<file path="config.mk">
export PLATFORM = sky130hd
export DESIGN_NAME = lcc_regs
export DESIGN_NICKNAME = d
export VERILOG_FILES = /design/src/logic/lcc_pkg.sv /design/src/logic/lcc_regs.sv /design/src/logic/lcc_chan_scale.sv
export VERILOG_INCLUDE_DIRS = /design/src /design/src/logic
export SDC_FILE = /design/constraint.sdc
export NUM_CORES = 1
export LEC_CHECK = 0
export BUFFER_PORTS_ARGS = -buffer_cell sky130_fd_sc_hd__buf_2
export CORE_MARGIN = 3
export CORE_UTILIZATION = 54
export DETAILED_ROUTE_END_ITERATION = 10
export GPL_ROUTABILITY_DRIVEN = 0
export GPL_TIMING_DRIVEN = 0
export PLACE_DENSITY = 0.88
export SLEW_MARGIN = 30
export SYNTH_ARGS = -nofsm -noshare
export SYNTH_HDL_FRONTEND = slang
export SYNTH_SLANG_ARGS = --single-unit
</file>
<file path="constraint.sdc">
create_clock -name sys_clk -period 5.5 [get_ports sys_clk]
set_clock_uncertainty 0.05 [all_clocks]
set_input_delay 0.55 -clock sys_clk [delete_from_list [all_inputs] [get_ports sys_clk]]
set_output_delay 0.55 -clock sys_clk [all_outputs]
set_load 0.01 [all_outputs]
</file>
<file path="src/logic/lcc_params.svh">
// Constants for the LED channel control register bank.
`ifndef LCC_PARAMS_SVH
`define LCC_PARAMS_SVH

// ----------------------------------------------------------------------
// Register map
// ----------------------------------------------------------------------
`define LCC_ADDR_CH5 8'h0c
`define LCC_ADDR_CH6 8'h0d
`define LCC_CTRL_RESET 8'h00
`define LCC_RDATA_IDLE 8'h00

// ----------------------------------------------------------------------
// Field positions
// ----------------------------------------------------------------------
`define LCC_FADE_HI 7
`define LCC_FADE_LO 5
`define LCC_RATIO_BIT 4
`define LCC_EXP_BIT 3
`define LCC_EXT_BIT 2

// ----------------------------------------------------------------------
// Fader source codes
// ----------------------------------------------------------------------
`define LCC_SRC_FADER1 3'h1
`define LCC_SRC_FADER2 3'h2
`define LCC_SRC_FADER3 3'h3
`define LCC_SRC_PIN 3'h5

// ----------------------------------------------------------------------
// Timing of the PWM dimming input measurement
// ----------------------------------------------------------------------
`define LCC_CLK_PERIOD_NS 50
`define LCC_SAMPLE_NS 39200
`define LCC_SAMPLE_CYCLES (`LCC_SAMPLE_NS / `LCC_CLK_PERIOD_NS)
`define LCC_SAMPLES_PER_WINDOW 8'hff

`endif

</file>
<file path="src/logic/lcc_pkg.sv">
// Types shared by the LED channel control register bank.
`include "lcc_params.svh"

package lcc_pkg;

   typedef logic [7:0] lcc_byte_t;

   typedef enum logic [2:0] {
      LCC_FADE_NONE,
      LCC_FADE_M1,
      LCC_FADE_M2,
      LCC_FADE_M3,
      LCC_FADE_PIN
   } lcc_fade_e;

   // Maps the 3-bit fader source field onto the fading mode.
   function automatic lcc_fade_e decode_fade(input logic [2:0] code);
      lcc_fade_e mode;
      if (code == `LCC_SRC_FADER1) begin
         mode = LCC_FADE_M1;
      end else if (code == `LCC_SRC_FADER2) begin
         mode = LCC_FADE_M2;
      end else if (code == `LCC_SRC_FADER3) begin
         mode = LCC_FADE_M3;
      end else if (code == `LCC_SRC_PIN) begin
         mode = LCC_FADE_PIN;
      end else begin
         mode = LCC_FADE_NONE;
      end
      return mode;
   endfunction

endpackage

</file>
<file path="src/logic/lcc_regs.sv">
// Channel 5 and 6 control registers with their brightness scalers.
// Summary of operation
// - Bits 7..5 pick master fader one, two or three for codes 1, 2, 3.
// - Codes 0, 4, 6, 7 apply no master fading; 0 after reset.
// - Code 5 uses the external PWM dimming level as master fader.
// - Bit 4 turns ratiometric dimming on; off after reset.
// - Ratiometric dimming keeps colour mix regardless of starting level.
// - Bit 3 picks linear (0, default) or exponential (1) brightness law.
// - The brightness law applies under engine and direct PWM control.
// - Bit 2 picks charge pump (0, default) or external LED supply (1).
// - Channel 5 register sits at address 0Ch; reset clears it fully.
// - Channel 6 register sits at 0Dh, same layout, cleared by reset.
`timescale 1ns/10ps
`include "lcc_params.svh"

module lcc_regs #(
   parameter int SAMPLE_CYCLES = `LCC_SAMPLE_CYCLES
) (
   input wire logic sys_clk,
   input wire logic rst,
   input wire logic [7:0] reg_addr,
   input wire logic [7:0] reg_wdata,
   input wire logic reg_wr,
   input wire logic reg_rd,
   output logic [7:0] reg_rdata,
   input wire logic pwm_dim_pin,
   input wire logic [7:0] fader_level_1,
   input wire logic [7:0] fader_level_2,
   input wire logic [7:0] fader_level_3,
   input wire logic engine_owns_ch5,
   input wire logic engine_owns_ch6,
   input wire logic [7:0] engine_level_ch5,
   input wire logic [7:0] engine_level_ch6,
   input wire logic [7:0] direct_level_ch5,
   input wire logic [7:0] direct_level_ch6,
   output logic [2:0] fader_source_sel_ch5,
   output logic [2:0] fader_source_sel_ch6,
   output logic color_ratio_keep_ch5,
   output logic color_ratio_keep_ch6,
   output logic log_curve_sel_ch5,
   output logic log_curve_sel_ch6,
   output logic ext_supply_sel_ch5,
   output logic ext_supply_sel_ch6,
   output logic [7:0] duty_ch5,
   output logic [7:0] duty_ch6,
   output logic charge_pump_req,
   output logic [7:0] pin_level
);

   localparam int NCH = 2;

   lcc_pkg::lcc_byte_t ctrl_ff [NCH];
   logic [7:0] rdata_ff;
   logic [7:0] duty [NCH];
   logic [7:0] eng_lvl [NCH];
   logic [7:0] dir_lvl [NCH];
   logic eng_own [NCH];
   logic [NCH-1:0] hit;
   logic [NCH-1:0] cp_need;
   logic pin_s1_ff;
   logic pin_s2_ff;
   logic pin_s3_ff;
   logic pin_state_ff;
   logic [15:0] tick_cnt_ff;
   logic tick;
   logic [7:0] sample_cnt_ff;
   logic [7:0] high_cnt_ff;
   logic [7:0] pin_level_ff;
   logic [7:0] high_sum;

   // One-hot select of the channel register addressed by the host.
   // Any other address selects nothing, so writes there are dropped and reads return the idle value 00h.
   function automatic logic [NCH-1:0] addr_hit(input logic [7:0] addr);
      logic [NCH-1:0] sel;
      sel = '0;
      if (addr == `LCC_ADDR_CH5) begin
         sel[0] = 1'b1;
      end else if (addr == `LCC_ADDR_CH6) begin
         sel[1] = 1'b1;
      end
      return sel;
   endfunction

   assign hit = addr_hit(reg_addr);

   // Per-channel inputs are gathered into arrays so the generate loop
   // below can index them by channel.
   assign eng_own[0] = engine_owns_ch5;
   assign eng_own[1] = engine_owns_ch6;
   assign eng_lvl[0] = engine_level_ch5;
   assign eng_lvl[1] = engine_level_ch6;
   assign dir_lvl[0] = direct_level_ch5;
   assign dir_lvl[1] = direct_level_ch6;

   // ----------------------------------------------------------------------
   // Control registers and scalers
   // ----------------------------------------------------------------------
   for (genvar i = 0; i < NCH; i++) begin : g_chan
      // All eight bits are stored, the reserved pair included.
      always_ff @(posedge sys_clk or posedge rst) begin
         if (rst) begin
            ctrl_ff[i] <= `LCC_CTRL_RESET;
         end else if (reg_wr && hit[i]) begin
            ctrl_ff[i] <= reg_wdata;
         end
      end

      // One scaler per channel, steered by the stored fields and the engine ownership input.
      lcc_chan_scale u_scale (
         .sys_clk(sys_clk),
         .rst(rst),
         .fade_src(ctrl_ff[i][`LCC_FADE_HI:`LCC_FADE_LO]),
         .ratio_keep(ctrl_ff[i][`LCC_RATIO_BIT]),
         .log_curve(ctrl_ff[i][`LCC_EXP_BIT]),
         .engine_owns(eng_own[i]),
         .engine_level(eng_lvl[i]),
         .direct_level(dir_lvl[i]),
         .fader_1(fader_level_1),
         .fader_2(fader_level_2),
         .fader_3(fader_level_3),
         .pin_level(pin_level_ff),
         .duty_ff(duty[i])
      );

      // A lit channel on the internal supply needs the charge pump.
      assign cp_need[i] = (duty[i] != 8'h00) &&
                          !ctrl_ff[i][`LCC_EXT_BIT];
   end

   // ----------------------------------------------------------------------
   // Register read port
   // ----------------------------------------------------------------------
   // The read data is registered and holds until the next read strobe,
   // so the host may take it at any time after the answering edge.
   always_ff @(posedge sys_clk or posedge rst) begin
      if (rst) begin
         rdata_ff <= `LCC_RDATA_IDLE;
      end else if (reg_rd && hit[0]) begin
         rdata_ff <= ctrl_ff[0];
      end else if (reg_rd && hit[1]) begin
         rdata_ff <= ctrl_ff[1];
      end else if (reg_rd) begin
         rdata_ff <= `LCC_RDATA_IDLE;
      end
   end

   // ----------------------------------------------------------------------
   // PWM dimming input: synchroniser and duty measurement
   // ----------------------------------------------------------------------
   // The pin is asynchronous; three flops guard against metastability, and
   // a level is taken only once the second and third flops agree, so a
   // single-cycle glitch is filtered out.
   always_ff @(posedge sys_clk or posedge rst) begin
      if (rst) begin
         pin_s1_ff <= 1'b0;
         pin_s2_ff <= 1'b0;
         pin_s3_ff <= 1'b0;
         pin_state_ff <= 1'b0;
      end else begin
         pin_s1_ff <= pwm_dim_pin;
         pin_s2_ff <= pin_s1_ff;
         pin_s3_ff <= pin_s2_ff;
         if (pin_s2_ff == pin_s3_ff) begin
            pin_state_ff <= pin_s3_ff;
         end
      end
   end

   // One sample tick every SAMPLE_CYCLES clocks; the counter is 16 bits
   // wide, so SAMPLE_CYCLES must not exceed 65536.
   assign tick = (tick_cnt_ff == 16'(SAMPLE_CYCLES - 1));

   assign high_sum = high_cnt_ff + {7'h00, pin_state_ff};

   always_ff @(posedge sys_clk or posedge rst) begin
      if (rst) begin
         tick_cnt_ff <= 16'h0000;
      end else if (tick) begin
         tick_cnt_ff <= 16'h0000;
      end else begin
         tick_cnt_ff <= tick_cnt_ff + 16'h0001;
      end
   end

   // The high share of 255 samples gives the master level of the pin.
   always_ff @(posedge sys_clk or posedge rst) begin
      if (rst) begin
         sample_cnt_ff <= 8'h00;
         high_cnt_ff <= 8'h00;
         pin_level_ff <= 8'h00;
      end else if (tick) begin
         if (sample_cnt_ff == `LCC_SAMPLES_PER_WINDOW - 8'h01) begin
            sample_cnt_ff <= 8'h00;
            high_cnt_ff <= 8'h00;
            pin_level_ff <= high_sum;
         end else begin
            sample_cnt_ff <= sample_cnt_ff + 8'h01;
            high_cnt_ff <= high_sum;
         end
      end
   end

   // ----------------------------------------------------------------------
   // Outputs
   // ----------------------------------------------------------------------
   assign reg_rdata = rdata_ff;
   assign fader_source_sel_ch5 = ctrl_ff[0][`LCC_FADE_HI:`LCC_FADE_LO];
   assign fader_source_sel_ch6 = ctrl_ff[1][`LCC_FADE_HI:`LCC_FADE_LO];
   assign color_ratio_keep_ch5 = ctrl_ff[0][`LCC_RATIO_BIT];
   assign color_ratio_keep_ch6 = ctrl_ff[1][`LCC_RATIO_BIT];
   assign log_curve_sel_ch5 = ctrl_ff[0][`LCC_EXP_BIT];
   assign log_curve_sel_ch6 = ctrl_ff[1][`LCC_EXP_BIT];
   assign ext_supply_sel_ch5 = ctrl_ff[0][`LCC_EXT_BIT];
   assign ext_supply_sel_ch6 = ctrl_ff[1][`LCC_EXT_BIT];

   // ----------------------------------------------------------------------
   // Scaled duty and status
   // ----------------------------------------------------------------------
   assign duty_ch5 = duty[0];
   assign duty_ch6 = duty[1];
   assign charge_pump_req = |cp_need;
   assign pin_level = pin_level_ff;

endmodule // lcc_regs

</file>
<file path="src/logic/lcc_chan_scale.sv">
// Per-channel brightness scaler steered by one channel control register.
`timescale 1ns/10ps

module lcc_chan_scale (
   input wire logic sys_clk,
   input wire logic rst,
   input wire logic [2:0] fade_src,
   input wire logic ratio_keep,
   input wire logic log_curve,
   input wire logic engine_owns,
   input wire logic [7:0] engine_level,
   input wire logic [7:0] direct_level,
   input wire logic [7:0] fader_1,
   input wire logic [7:0] fader_2,
   input wire logic [7:0] fader_3,
   input wire logic [7:0] pin_level,
   output logic [7:0] duty_ff
);

   lcc_pkg::lcc_fade_e mode;
   logic [7:0] base;
   logic [7:0] shaped;
   logic [7:0] master;
   logic [12:0] exp_word;
   logic [15:0] product;
   logic [7:0] nxt_duty;

   // ----------------------------------------------------------------------
   // Brightness law, the same for engine and direct control
   // ----------------------------------------------------------------------
   always_comb begin
      base = engine_owns ? engine_level : direct_level;
      exp_word = 13'({1'b1, base[4:0]}) << base[7:5];
      if (!log_curve) begin
         shaped = base;
      end else if (base == 8'h00) begin
         shaped = 8'h00;
      end else begin
         shaped = exp_word[12:5];
      end
   end

   // ----------------------------------------------------------------------
   // Master fading
   // ----------------------------------------------------------------------
   always_comb begin
      mode = lcc_pkg::decode_fade(fade_src);
      case (mode)
         lcc_pkg::LCC_FADE_M1: master = fader_1;
         lcc_pkg::LCC_FADE_M2: master = fader_2;
         lcc_pkg::LCC_FADE_M3: master = fader_3;
         lcc_pkg::LCC_FADE_PIN: master = pin_level;
         default: master = 8'hff;
      endcase
      product = shaped * master;
      if (mode == lcc_pkg::LCC_FADE_NONE) begin
         nxt_duty = shaped;
      end else if (ratio_keep) begin
         // Multiplying keeps the ratio between the channels of one LED.
         nxt_duty = product[15:8];
      end else begin
         nxt_duty = (shaped < master) ? shaped : master;
      end
   end

   always_ff @(posedge sys_clk or posedge rst) begin
      if (rst) begin
         duty_ff <= 8'h00;
      end else begin
         duty_ff <= nxt_duty;
      end
   end

endmodule // lcc_chan_scale

</file>
**Word level (Yosys, flattened, before mapping)**

Index checks and enable logic that the tools add are counted.
Widths: inputs -> output; s select.

- Output and inout bits: 45
- Bits in registers: 84
- Logic and storage cells: 91
- Input bits: 79

- Multiplexer cells: 31
- Equal/unequal tests: 21
- Add/sub/neg operators: 3
- Multiply operators: 2
- Reduce and logical (&&, ||, !) cells: 17
- $lt $le $gt $ge: 2
- Shift-type cells: 2

Operator list:

| kind | count |
|---|---|
| $mux 8 | 17 |
| $pmux 8 s4 | 2 |
| $mul 8x8->16 | 2 |
| $shl 6x3->13 | 2 |
| $eq 3x2->1 const B | 8 |
| $mux 3 | 8 |
| $add 16x1->16 const B | 1 |
| $eq 16x10->1 const B | 1 |
| $eq 8x4->1 const B | 2 |
| $logic_not 8->1 | 2 |
| $lt 8x8->1 | 2 |
| $mux 16 | 1 |
| $reduce_bool 8->1 | 2 |
| $eq 3x1->1 const B | 4 |
| $eq 3x3->1 const B | 4 |
| $add 8x1->8 | 1 |
| $add 8x1->8 const B | 1 |
| $eq 8x8->1 const B | 1 |
| $logic_and 1x1->1 | 6 |
| $logic_not 3->1 | 2 |
| $mux 1 | 3 |
| $reduce_bool 3->1 | 1 |
| $logic_not 1->1 | 2 |
| $reduce_and 2->1 | 1 |
| other kinds (2) | 2 |

**Longest topological paths before layout**

Gate-level depths: netlist of the first run.

- Depth in word-level cells: 11
- Mapped depth: 28
- Gate-level depth less buffers: 26

**Hierarchy**

Synthesis of the first run repeated with hierarchy kept, for this count alone.

- Cells, all modules: 1099
- Area total of the unflattened synthesis: 9888.2 um^2

Modules (own cells, without submodules):

| module | instances | area each (um^2) | sequential area each (um^2) | cells an instance |
|---|---|---|---|---|
| lcc_chan_scale at g_chan[0].u_scale | 1 | 3408.3 | 200.2 | 404 |
| lcc_chan_scale at g_chan[1].u_scale | 1 | 3345.7 | 200.2 | 411 |
| lcc_regs | 1 | 3134.3 | 1701.6 | 284 |

**Worst setup path after synthesis of the first run**

No wires, ideal clock.

- Kind: input-to-reg
- Start: in engine_owns_ch5
- End: reg g_chan[0].u_scale.duty_ff[5]
- Buffers on the path: 2
- Setup slack: -1.010 ns
- Setup time: 0.126 ns
- Required time: 5.324 ns
- Arrival time: 6.334 ns
- Cell stages on the path: 24
- Path through: buf_4 > buf_6 > or4_1 > o22ai_1 > o21ai_1 > nand3_1 > o22a_1 > inv_1 > ha_1 > fa_1 > fa_1 > fa_1 > inv_1 > fa_1 > inv_1 > ha_1 > nand2_1 > nor4bb_1 > nand4_1 > or3_1 > a21o_2 > a21oi_2 > nor2_1 > a221o_1

- Cells in the longest elaborated chain, start to end: 8
- Elaborated cells between the ends (all ways): 10
- Those cells by class: 1 x mul; 1 x order compare; 1 x shift; 6 x mux; 1 x reduce/logical

RTL lines:

| item | line | text |
|---|---|---|
| start, declared | lcc_regs.sv:30 | `input wire logic engine_owns_ch5,` |
| $mux 8 * | lcc_chan_scale.sv:32 | `base = engine_owns ? engine_level : direct_level;` |
| $shl 6x3->13 or $logic_not 8->1 (tied branches) | lcc_chan_scale.sv:33, lcc_chan_scale.sv:36 |  |
| $mux 8 | lcc_chan_scale.sv:36 | `end else if (base == 8'h00) begin` |
| $mux 8 * | lcc_chan_scale.sv:34 | `if (!log_curve) begin` |
| parallel branches: the longest is 3 deep, another holds $mul 8x8->16 | -- |  |
| $mux 8 * | lcc_chan_scale.sv:56 | `if (mode == lcc_pkg::LCC_FADE_NONE) begin` |
| net g_chan[0].u_scale.nxt_duty[5] | lcc_chan_scale.sv:26 | `logic [7:0] nxt_duty;` |
| end signal, assigned | lcc_chan_scale.sv:70 | `duty_ff <= nxt_duty;` |
| end, declared | lcc_chan_scale.sv:17 | `output logic [7:0] duty_ff` |

Mark *: on every way through the listed nets, which the timed path passes.
A chain may end at the register's enable or synchronous reset.

**Worst setup path in the final report of the first run**

- Start: reg ctrl_ff, in the netlist fader_source_sel_ch5[2]
- End: reg g_chan[0].u_scale.duty_ff[7]

- Cells in the longest elaborated chain, start to end: 11
- Elaborated cells between the ends (all ways): 19
- Those cells by class: 1 x mul; 1 x order compare; 8 x eq/ne; 8 x mux; 1 x reduce/logical

RTL lines:

| item | line | text |
|---|---|---|
| start, declared | lcc_regs.sv:52 | `lcc_pkg::lcc_byte_t ctrl_ff [NCH];` |
| start signal, assigned by index | lcc_regs.sv:102 | `` ctrl_ff[i] <= `LCC_CTRL_RESET; `` |
| start signal, assigned by index | lcc_regs.sv:104 | `ctrl_ff[i] <= reg_wdata;` |
| $eq 3x3->1 (no line) | -- |  |
| $mux 3 | lcc_pkg.sv:25 | `` end else if (code == `LCC_SRC_PIN) begin `` |
| $mux 3 | lcc_pkg.sv:23 | `` end else if (code == `LCC_SRC_FADER3) begin `` |
| $mux 3 | lcc_pkg.sv:21 | `` end else if (code == `LCC_SRC_FADER2) begin `` |
| $mux 3 * | lcc_pkg.sv:19 | `` if (code == `LCC_SRC_FADER1) begin `` |
| parallel branches: the longest is 5 deep, another holds $mul 8x8->16 | -- |  |
| $mux 8 * | lcc_chan_scale.sv:56 |  |
| net g_chan[0].u_scale.nxt_duty[7] | lcc_chan_scale.sv:26 |  |

Marks and branches as above.

==> out/results.ini, run 1 <==
[clocking]
cts_sinks=84
cts_buffers=9
path_clk_slew_ns=0.07
cts_buffer_depth=2
clock_latency_ns=0.34
cts_tree=done
holdBufCountCts=0
htree_levels=3
cts_root_buf=clkbuf_16

[global_route]
globalRoute.totalOverflow=0
grt_pass1_wl_mm=46.9
grt_pass1_vias=9405
grt_start_max_net_pins=73
antenna_found_initial=3
grt_util_all_layers_pct=29.5

[die]
die_w_um=140
coreArea_um2=17400
start_util_pct=55.4
row_count=48
pin_count=124
die_area_um2=19500
die_y_um=140

[yosys]
synth.largest_area_cell=dfrtp_1
avgSynthCellArea_um2=8.72
syn-num-nets=1355
ys_ff_latch=84
seq_area_frac_synth_pct=21.8
synth-simple-area-share_pct=16.8
synth_compound_area_share_pct=14.6
synth-xor-area-share_pct=2.72
synthArstFlopShare_pct=100
synth_area_leaders=dfrtp_1, fa_1, ha_1
synth.distinct_cells=82
ys_warn_count=0
syn-cell-area_um2=9650
synthMuxAreaShare_pct=9.20
syn_inst=1107
synth_top_family_by_area=adder cells
synth_fa_ha_area_share_pct=27.4
synth_edf_count=0
synth_top_cell_area_share_pct=21.8
synthFlopType=dfrtp_1

[worst_setup_path]
worstPathRequired_ns=5.66
cpLargestDelayFamily=adder cells
cp-end-kind=flop
r2r-start=fader_source_sel_ch5[2]$_DFFE_PP0P_
crit_chain=nand3b_1 -> o22ai_2 -> inv_1 -> nand2_1 -> fa_1 -> fa_1 -> inv_1 -> fa_1 -> fa_1 -> ha_4 -> o2111ai_2 -> nor4bb_1 -> nand4_1 -> or3_4 -> a21o_4 -> a21oi_4 -> buf_6 -> mux2i_1 -> o22ai_1
timing.critical_path.mode_cell=fa_1
crit_fanout=8
critPathLaunchType=flop
critPathMaxStageDelay_ns=0.61
slowest_stage=o22ai_2
worstRegToRegCells=19
reg2reg_to=g_chan[0].u_scale.duty_ff[7]$_DFF_PP0_
worstPathArrival_ns=6.38
ff2ff_setup_slack_ns=-0.72
path_buf_inv=3
critPathKind=reg2reg

[finish]
fillers=1210
drive_gt1_share_pct=28.7
antennaDiodeCount=0
fin_cells=1516
area_growth_pct=24.9
finalInstanceArea_um2=12100
nNetsFinal=1535

[place]
placed_cells=1452
pre_cts_ws_ns=-1.28
place.port_buffers=119
hpwl_mm=21.1
post_dp_cell_area_um2=10800

[timing]
period_share_pct=113
fin_setup_tns_ns=-5.51
final_hold_viol_count=0
achievable-frequency_ghz=0.161
worst_pin_slew_ns=0.864
slew_headroom_pct=41.9
rsz0062_at_grt=true
fin_ws_ns=-0.720
finalSetupViolCount=14
finalCriticalPeriod_ns=6.22
report.final.slew_viol_count=0

[run]
max_cap_viol_count=0

[power]
report.power.total_mw=4.50
power.leakage_nw=5.82
peakVddDrop_v=0.000304
power.density_nw_per_um2=373

[routing]
wl_per_cell_um=20.2
drc=0
first_pass_iters=11
ant_nets=0
wl_mm=30.7
vias=9547
via_per_inst=6.30
drtIter0Drc=897

[run_status]
violations=negative setup slack
status=finished, violations left

[min_path]
worst_hold_path_type=in2async

## through the flow
step / hold WS, ns / utilization, %
2_1_floorplan: 0.281 / -
3_3_place_gp: 0.286 / 61.7
3_5_place_dp: 0.306 / 61.9
4_1_cts: 0.0608 / 67.0
5_1_grt: 0.0795 / 69.2
6_report: 0.0610 / 69.2
## sequential cells by signal (all words and copies together), names as in the netlist, 3 cells and up
signal                  cells
g_chan.u_scale.duty_ff     16
tick_cnt_ff                16
high_cnt_ff                 8
pin_level                   8
reg_rdata                   8
sample_cnt_ff               8
ctrl_ff                     4
fader_source_sel_ch5        3
fader_source_sel_ch6        3
## power by group
group          total, mW  switching [mW]  internal, mW
clock              0.579           0.260         0.319
combinational       3.25            1.79          1.46
sequential         0.664          0.0221         0.642
## cells in the mapped netlist, types with 9 or more instances
cell        n
nand2_1    83
nor2_1    157
inv_1     137
nor4_1      9
xor2_1     12
nor3_1     20
clkbuf_1   20
o21ai_1    14
nand2b_1   10
dfrtp_1    84
fa_1       70
mux2i_1    45
o22ai_1    29
mux2_2     33
nand3_1    21
ha_1       99
a21oi_1    54
o21ai_0    39
and3_1     11
xnor2_1    18
## worst register-to-register path: stages (launching register included)
cell	delay (ns)
dfrtp_1	0.55
nand3b_1	0.56
o22ai_2	0.61
inv_1	0.19
nand2_1	0.12
fa_1	0.46
fa_1	0.55
inv_1	0.05
fa_1	0.50
fa_1	0.47
ha_4	0.31
o2111ai_2	0.10
nor4bb_1	0.30
nand4_1	0.10
or3_4	0.38
a21o_4	0.25
a21oi_4	0.14
buf_6	0.13
mux2i_1	0.19
o22ai_1	0.09
## metal layers
| metal | vias up | global-route usage [%] | routed length, um |
|---|---|---|---|
| met5 | - | 0 | 55 |
| li1 | 4149 | - | - |
| met3 | 200 | 6.22 | 3260 |
| met1 | 4535 | 37.4 | 11300 |
| met4 | 6 | 14.0 | 1980 |
| met2 | 657 | 48.3 | 14100 |
## cell families (layout without fill, tap and decap cells)
family | Yosys count | in the layout
buffers and inverters | 174 | 357
xor gates and xnor gates | 30 | 30
DFF | 84 | 84
muxes | 82 | 82
and+or+nand+nor | 355 | 356
AOI/OAI and AO/OA | 212 | 212
adders and majority gates | 170 | 170
## cell type report
class                   instances  area (um2)  area share (%)
flip-flops and latches         84        2100            17.5
multi-input cells             850        7540            62.5
inverters                     137         522            4.33
plain buffers                  36         279            2.31
well taps                     225         282            2.33
clock inverters                 4        33.8           0.280
clock buffers                  11         243            2.01
repair buffers                169        1050            8.74
## cell usage in the layout (no fill, tap or decap), types with 20 or more instances in the layout
| cell | n |
|---|---|
| nor3_1 | 20 |
| mux2i_1 | 33 |
| o22ai_1 | 21 |
| nor2_1 | 146 |
| buf_4 | 48 |
| dfrtp_1 | 82 |
| ha_1 | 88 |
| buf_2 | 119 |
| nand2_1 | 75 |
| o21ai_0 | 37 |
| a21oi_1 | 51 |
| fa_1 | 67 |
| inv_1 | 122 |
| mux2_2 | 30 |
## worst max-delay path by stage
stage | start | to | slack [ns] | cells after the start
global route | fader_source_sel_ch5[2]$_DFFE_PP0P_ | g_chan[0].u_scale.duty_ff[7]$_DFF_PP0_ | -0.87 | 19
CTS | engine_owns_ch5 | g_chan[0].u_scale.duty_ff[5]$_DFF_PP0_ | -0.57 | 25
floorplan | engine_owns_ch5 | g_chan[0].u_scale.duty_ff[5]$_DFF_PP0_ | -0.58 | 24
finish | fader_source_sel_ch5[2]$_DFFE_PP0P_ | g_chan[0].u_scale.duty_ff[7]$_DFF_PP0_ | -0.72 | 19
global placement | engine_owns_ch5 | g_chan[0].u_scale.duty_ff[5]$_DFF_PP0_ | -1.22 | 21
detailed placement | engine_owns_ch5 | g_chan[0].u_scale.duty_ff[5]$_DFF_PP0_ | -1.28 | 21
## timing repair
action                     4_1_cts  5_1_grt
setup buffers                   28       21
gates cloned                     1        1
setup endpoints to repair       16       16
pin swaps                       37       25
resized for setup               84       60
Power figures use the tool's default switching activity.
==> run 2, diff against run 1 <==
--- a/config.mk
+++ b/config.mk
@@ -7,13 +7,15 @@
 export NUM_CORES = 1
 export LEC_CHECK = 0
 export BUFFER_PORTS_ARGS = -buffer_cell sky130_fd_sc_hd__buf_2
+export CORE_ASPECT_RATIO = 0.75
 export CORE_MARGIN = 3
-export CORE_UTILIZATION = 54
+export CORE_UTILIZATION = 55
 export DETAILED_ROUTE_END_ITERATION = 10
 export GPL_ROUTABILITY_DRIVEN = 0
 export GPL_TIMING_DRIVEN = 0
-export PLACE_DENSITY = 0.88
+export PLACE_DENSITY = 0.89
 export SLEW_MARGIN = 30
 export SYNTH_ARGS = -nofsm -noshare
 export SYNTH_HDL_FRONTEND = slang
+export SYNTH_HIERARCHICAL = 1
 export SYNTH_SLANG_ARGS = --single-unit
==> constraint.sdc (replaced) <==
create_clock -name sys_clk -period 5.5 [get_ports sys_clk]
set_clock_uncertainty 0.05 [all_clocks]
set_input_delay 0.275 -clock sys_clk [delete_from_list [all_inputs] [get_ports sys_clk]]
set_output_delay 0.275 -clock sys_clk [all_outputs]
set_load 0.01 [all_outputs]
==> run 2 against run 1 <==
The flow still finishes with violations (negative setup slack). Core utilization increased by 3.8 points. Routed wire length increased by 6.3%. Flip-flop and latch count unchanged. Critical path depth increased by 4. Combinational power increased by 22%. Critical endpoint is now g_chan[1].u_scale/duty_ff[6]$_DFF_PP0_. Largest power group unchanged.
==> out/results.ini, run 2 <==
[clocking]
cts_tree=done
cts_buffer_depth=2
cts_sinks=84
cts_buffers=9
clock_latency_ns=0.35
path_clk_slew_ns=0.06
htree_levels=3
cts_root_buf=clkbuf_16

[power]
peakVddDrop_v=0.000798
power.density_nw_per_um2=416
power.leakage_nw=5.98
report.power.total_mw=5.23

[yosys]
seq_area_frac_synth_pct=21.3
syn-num-nets=1347
synth_compound_area_share_pct=17.3
syn_inst=1099
synthArstFlopShare_pct=100
yosys-top-cells-count=inv_1, nor2_1, ha_1, dfrtp_1, fa_1
synth.distinct_cells=91
synth_top_cell_area_share_pct=21.3
ys_ff_latch=84
synthMuxAreaShare_pct=8.67
syn-cell-area_um2=9890
synthFlopType=dfrtp_1
synth_fa_ha_area_share_pct=26.8
synth_area_leaders=dfrtp_1, fa_1, ha_1
ys_warn_count=6
synth-xor-area-share_pct=2.48
synth.largest_area_cell=dfrtp_1
synth-simple-area-share_pct=15.4
synth_most_common_cell=inv_1
synth_top_family_by_area=adder cells
avgSynthCellArea_um2=9.00
synth_edf_count=0

[finish]
area_growth_pct=27.2
finalInstanceArea_um2=12600
multi_input_area_um2=7660
antennaDiodeCount=0
seq_area_um2=2110
nNetsFinal=1557
top_regs=g_chan.u_scale/duty_ff x16, tick_cnt_ff x16
drive_gt1_share_pct=32.6
fillers=1122
layout_commonest_cell=nor2_1
fin_cells=1550
most-common-layout-cells=nor2_1, buf_2, inv_1, ha_1, buf_4

[place]
placed_cells=1455
place.port_buffers=119
pre_cts_ws_ns=-0.711
hpwl_mm=21.1
post_dp_cell_area_um2=11000

[routing]
ant_nets=0
wl_mm=32.6
drc=0
vias=9918
wl_per_cell_um=21.0
via_per_inst=6.40
first_pass_iters=6
drtIter0Drc=1458

[die]
die_area_um2=19600
pin_count=124
die_w_um=161
die_y_um=122
coreArea_um2=17200
start_util_pct=57.4
row_count=41

[worst_setup_path]
critPathKind=in2reg
r2r-start=fader_source_sel_ch6[0]$_DFFE_PP0P_
worstPathArrival_ns=5.91
cpLargestDelayFamily=adder cells
worstRegToRegCells=23
path_buf_inv=5
critPathCapture=g_chan[1].u_scale/duty_ff[6]$_DFF_PP0_
critPathMaxStageDelay_ns=0.59
crit_fanout=10
cp.depth=23
cp-end-kind=flop
timing.critical_path.mode_cell=fa_1
critPathLaunchType=primary input
crit_start=engine_owns_ch6
crit_chain=buf_8 -> buf_12 -> mux2i_4 -> mux2i_2 -> a22oi_2 -> o22ai_2 -> a21oi_4 -> nor2_1 -> fa_1 -> inv_1 -> fa_1 -> inv_2 -> fa_1 -> fa_1 -> ha_4 -> o21a_1 -> nor2_2 -> a21o_1 -> o41ai_4 -> buf_6 -> a2111oi_4 -> nor4_2 -> a311o_1
ff2ff_setup_slack_ns=-0.23
reg2reg_to=g_chan[1].u_scale/duty_ff[6]$_DFF_PP0_
worstPathRequired_ns=5.68
slowest_stage=fa_1

[global_route]
grt_pass1_vias=9223
grt_util_all_layers_pct=29.3
globalRoute.totalOverflow=0
grt_start_max_net_pins=54
grt_pass1_wl_mm=46.5
antenna_found_initial=1

[run]
max_cap_viol_count=0

[timing]
worst_pin_slew_ns=0.781
rsz0062_at_grt=true
achievable-frequency_ghz=0.175
fin_ws_ns=-0.229
slew_headroom_pct=47.5
period_share_pct=104
finalCriticalPeriod_ns=5.73
report.final.slew_viol_count=0
final_hold_viol_count=0
finalSetupViolCount=9

[min_path]
worst_hold_path_type=in2reg

[run_status]
violations=negative setup slack
status=finished, violations left

==> run 2: changes by cell type in the layout (fill, tap and decap cells not counted), moves of 7 or more <==
cell     before  now
nor3_1       20   13
nor2_1      146  124
nand2_1      75   59
mux2_2       30   21
nand3_1      17   24
a21oi_2       3   11
buf_4        48   80
o22ai_1      21   13
==> run 2: kinds of logic (layout without fill, tap and decap cells) <==
logic type               after synthesis  count (layout)
AO/OA/AOI/OAI                        234             234
buffers and inverters                189             404
AND/OR/NAND/NOR                      316             316
XOR/XNOR                              28              28
multiplexers                          78              78
flip-flops                            84              84
adder cells (fa/ha/maj)              170             170
==> run 2: worst register-to-register path, stage by stage (launching register included) <==
cell and delay (ns):
dfrtp_2 0.39, buf_6 0.13, inv_2 0.04, o21a_1 0.16, a311o_1 0.29, a21oi_1 0.15
o21a_1 0.16, clkbuf_8 0.15, nor2_2 0.05, fa_1 0.52, inv_1 0.09, fa_1 0.54
inv_2 0.06, fa_1 0.50, fa_1 0.58, ha_4 0.22, o21a_1 0.19, nor2_2 0.14
a21o_1 0.14, o41ai_4 0.09, buf_6 0.15, a2111oi_4 0.46, nor4_2 0.09, a311o_1 0.28
==> run 2: layer usage <==
| metal | vias to the layer above | track usage, % | routed length (um) |
|---|---|---|---|
| li1 | 4252 | - | - |
| met2 | 704 | 47.8 | 15100 |
| met3 | 194 | 4.69 | 3090 |
| met4 | 2 | 13.0 | 1960 |
| met1 | 4766 | 39.1 | 12500 |
| met5 | - | 0 | 11 |
==> run 2: worst min-delay path by stage <==
stage               slack, ns                                endpoint    startpoint  cells after the start
floorplan                0.04  g_chan[0].u_scale/duty_ff[0]$_DFF_PP0_           rst                      1
global placement         0.22  g_chan[0].u_scale/duty_ff[0]$_DFF_PP0_           rst                      2
detailed placement       0.22                pin_level[7]$_DFFE_PP0P_           rst                      2
CTS                      0.12                  ctrl_ff[9]$_DFFE_PP0P_  reg_wdata[1]                      2
global route             0.13                  ctrl_ff[1]$_DFFE_PP0P_  reg_wdata[1]                      2
finish                   0.13           log_curve_sel_ch6$_DFFE_PP0P_  reg_wdata[3]                      2
==> run 2: layout make-up <==
cell class	count	area share, %
repair buffers	201	10.3
clock buffers	10	1.82
clock inverters	6	0.567
flip-flops and latches	84	16.8
well taps	236	2.35
inverters	146	4.46
plain buffers	41	2.88
multi-input cells	826	60.9
==> run 2: through the flow <==
step                      utilization (%)  hold WS, ns  setup TNS (ns)
final                                73.0        0.133           -1.08
after global routing                 73.0        0.129           -2.20
after CTS                            68.9        0.120         -0.0541
after detailed placement             63.9        0.225           -8.29
after global placement               63.7        0.224           -7.49
after floorplan                         -       0.0407         -0.0818
==> run 2: what timing repair did <==
action,in CTS,in global routing
hold buffers,2,0
gates resized for setup,51,90
setup endpoints to repair,16,16
pin swaps,21,55
hold endpoints to repair,32,0
buffers inserted,37,42
==> run 2: power breakdown <==
group / switching (mW) / internal [mW] / leakage (nW) / total (mW)
sequential: 0.0181 / 0.636 / 1.11 / 0.654
combinational: 2.18 / 1.78 / 4.73 / 3.95
clock: 0.265 / 0.358 / 0.145 / 0.623
==> run 3, diff against run 2 <==
==> constraint.sdc (replaced) <==
create_clock -name sys_clk -period 5.5 [get_ports sys_clk]
set_clock_uncertainty 0.05 [all_clocks]
set_input_delay 0 -clock sys_clk [delete_from_list [all_inputs] [get_ports sys_clk]]
set_output_delay 0 -clock sys_clk [all_outputs]
set_load 0.01 [all_outputs]
==> run 3 against run 2 <==
The flow still finishes with violations (negative setup slack). Global-route usage is 1.8 points higher. Clock-buffer cell count is 1 lower. Register-to-register slack got worse by 0.22 ns. Sequential power about the same. Core utilization decreased by 0.38 points. Critical path type unchanged.
==> out/results.ini, run 3 (synthesized netlist as in run 2, its figures left out) <==
[worst_setup_path]
worstPathArrival_ns=6.14
cp-end-kind=flop
worstPathRequired_ns=5.68
critPathKind=in2reg
critPathLaunchType=primary input
crit_fanout=10

[clocking]
htree_levels=3
cts_buffers=9
clock_latency_ns=0.35
path_clk_slew_ns=0.07
cts_buffer_depth=2
cts_tree=done
cts_root_buf=clkbuf_16
cts_sinks=84

[die]
die_y_um=122
die_area_um2=19600
row_count=41
coreArea_um2=17200
pin_count=124
die_w_um=161
start_util_pct=57.4

[global_route]
grt_start_max_net_pins=54
grt_util_all_layers_pct=31.1
grt_pass1_vias=9832
antenna_found_initial=2
globalRoute.totalOverflow=0
grt_pass1_wl_mm=49.4

[timing]
slew_headroom_pct=40.4
finalSetupViolCount=13
fin_ws_ns=-0.458
report.final.slew_viol_count=0
period_share_pct=108
final_hold_viol_count=0
fin_setup_tns_ns=-3.35
achievable-frequency_ghz=0.168
finalCriticalPeriod_ns=5.96
worst_pin_slew_ns=0.885
rsz0062_at_grt=true

[run_status]
status=finished, violations left
violations=negative setup slack

[finish]
most-common-layout-cells=buf_2, inv_1, nor2_1, ha_1, buf_4
postLayoutCoreUtil_pct=72.6
antennaDiodeCount=0
area_growth_pct=26.6
drive_gt1_share_pct=31.8
fin_cells=1554
fillers=1063
nNetsFinal=1561
top_regs=g_chan.u_scale/duty_ff x16, tick_cnt_ff x16
layout_commonest_cell=buf_2
finalInstanceArea_um2=12500

[place]
hpwl_mm=21.1
place.port_buffers=119
post_dp_cell_area_um2=10900
placed_cells=1455

[power]
power.leakage_nw=6.01
peakVddDrop_v=0.000426
power.density_nw_per_um2=431

[run]
max_cap_viol_count=0

[routing]
drc=0
drtIter0Drc=1630
wl_mm=35.5
wl_per_cell_um=22.8
first_pass_iters=7
ant_nets=0
vias=10300
via_per_inst=6.60

[min_path]
worst_hold_path_type=in2reg

==> run 3: cell count changes in the layout (fill, tap and decap cells not counted), moves of 4 or more <==
| cell | delta |
|---|---|
| nor2_2 | +5 |
| buf_2 | +5 |
| mux2i_4 | -4 |
| mux2i_1 | +5 |
| dlygate4sd3_1 | +8 |
| inv_1 | +4 |
| nor2_1 | -5 |
| buf_6 | -4 |
==> run 3: cell type report <==
cell class | count | area [um2] | area share (%)
inverters | 146 | 558 | 4.46
repair buffers | 206 | 1340 | 10.7
multi-input cells | 826 | 7560 | 60.4
clock buffers | 9 | 225 | 1.80
flip-flops and latches | 84 | 2110 | 16.9
well taps | 236 | 295 | 2.36
plain buffers | 40 | 325 | 2.60
clock inverters | 7 | 103 | 0.820
==> run 3: path summary, 6_finish.rpt <==
| kind | startpoint | end | slack [ns] | depth (start not counted) |
|---|---|---|---|---|
| setup / recovery | engine_owns_ch6 | g_chan[1].u_scale/duty_ff[6]$_DFF_PP0_ | -0.46 | 24 |
| min in group asynchronous | rst | pin_level[4]$_DFFE_PP0P_ | 0.16 | 3 |
| hold / removal | reg_rd | reg_rdata[1]$_DFFE_PP0P_ | 0.04 | 2 |
| setup reg to reg | fader_source_sel_ch6[0]$_DFFE_PP0P_ | g_chan[1].u_scale/duty_ff[6]$_DFF_PP0_ | -0.45 | 23 |
| max in group asynchronous | rst | log_curve_sel_ch6$_DFFE_PP0P_ | 4.68 | 4 |
| hold reg to reg | pin_s1_ff$_DFF_PP0_ | pin_s2_ff$_DFF_PP0_ | 0.33 | 0 |
==> run 3: critical path: stages <==
cell	delay, ns
buf_6	0.11
buf_6	0.16
mux2i_1	0.38
mux2i_1	0.17
a22oi_1	0.24
o22ai_1	0.14
a21oi_2	0.46
inv_1	0.26
ha_4	0.24
fa_2	0.49
ha_4	0.28
inv_2	0.04
fa_1	0.52
inv_1	0.06
fa_1	0.51
ha_4	0.30
nand4_1	0.10
or4_4	0.57
o41ai_4	0.22
buf_4	0.21
a2111oi_4	0.10
buf_4	0.15
o21a_1	0.17
a311o_1	0.26
==> run 3: repair_timing <==
action | CTS | global route
setup endpoints to repair | 16 | 15
pin swaps | 26 | 49
cloned | 0 | 1
hold endpoints to repair | 101 | 0
hold buffers | 10 | 0
gates resized for setup | 72 | 83
buffers inserted | 38 | 38
==> run 3: per-stage QoR <==
stage               total power [mW]  setup WS (ns)  hold slack (ns)
floorplan                       2.94        -0.0676           -0.234
global placement                3.50         -0.733          -0.0459
detailed placement              3.66         -0.951          -0.0352
CTS                             4.75        -0.0525           0.0504
global route                    5.71         -0.502           0.0606
finish                          5.40         -0.458           0.0416
==> run 3: report_power, final <==
part / total, mW / switching [mW] / internal [mW]
registers: 0.653 / 0.0176 / 0.636
clock network: 0.686 / 0.281 / 0.405
logic: 4.06 / 2.27 / 1.78
total: 5.40 / 2.57 / 2.83
==> run 3: routing by layer <==
| metal | vias up | track usage (%) | wire length (um) |
|---|---|---|---|
| li1 | 4262 | - | - |
| met3 | 306 | 6.87 | 4170 |
| met1 | 4797 | 37.7 | 12400 |
| met5 | - | 0 | 31 |
| met4 | 4 | 15.8 | 2840 |
| met2 | 885 | 52.7 | 16000 |
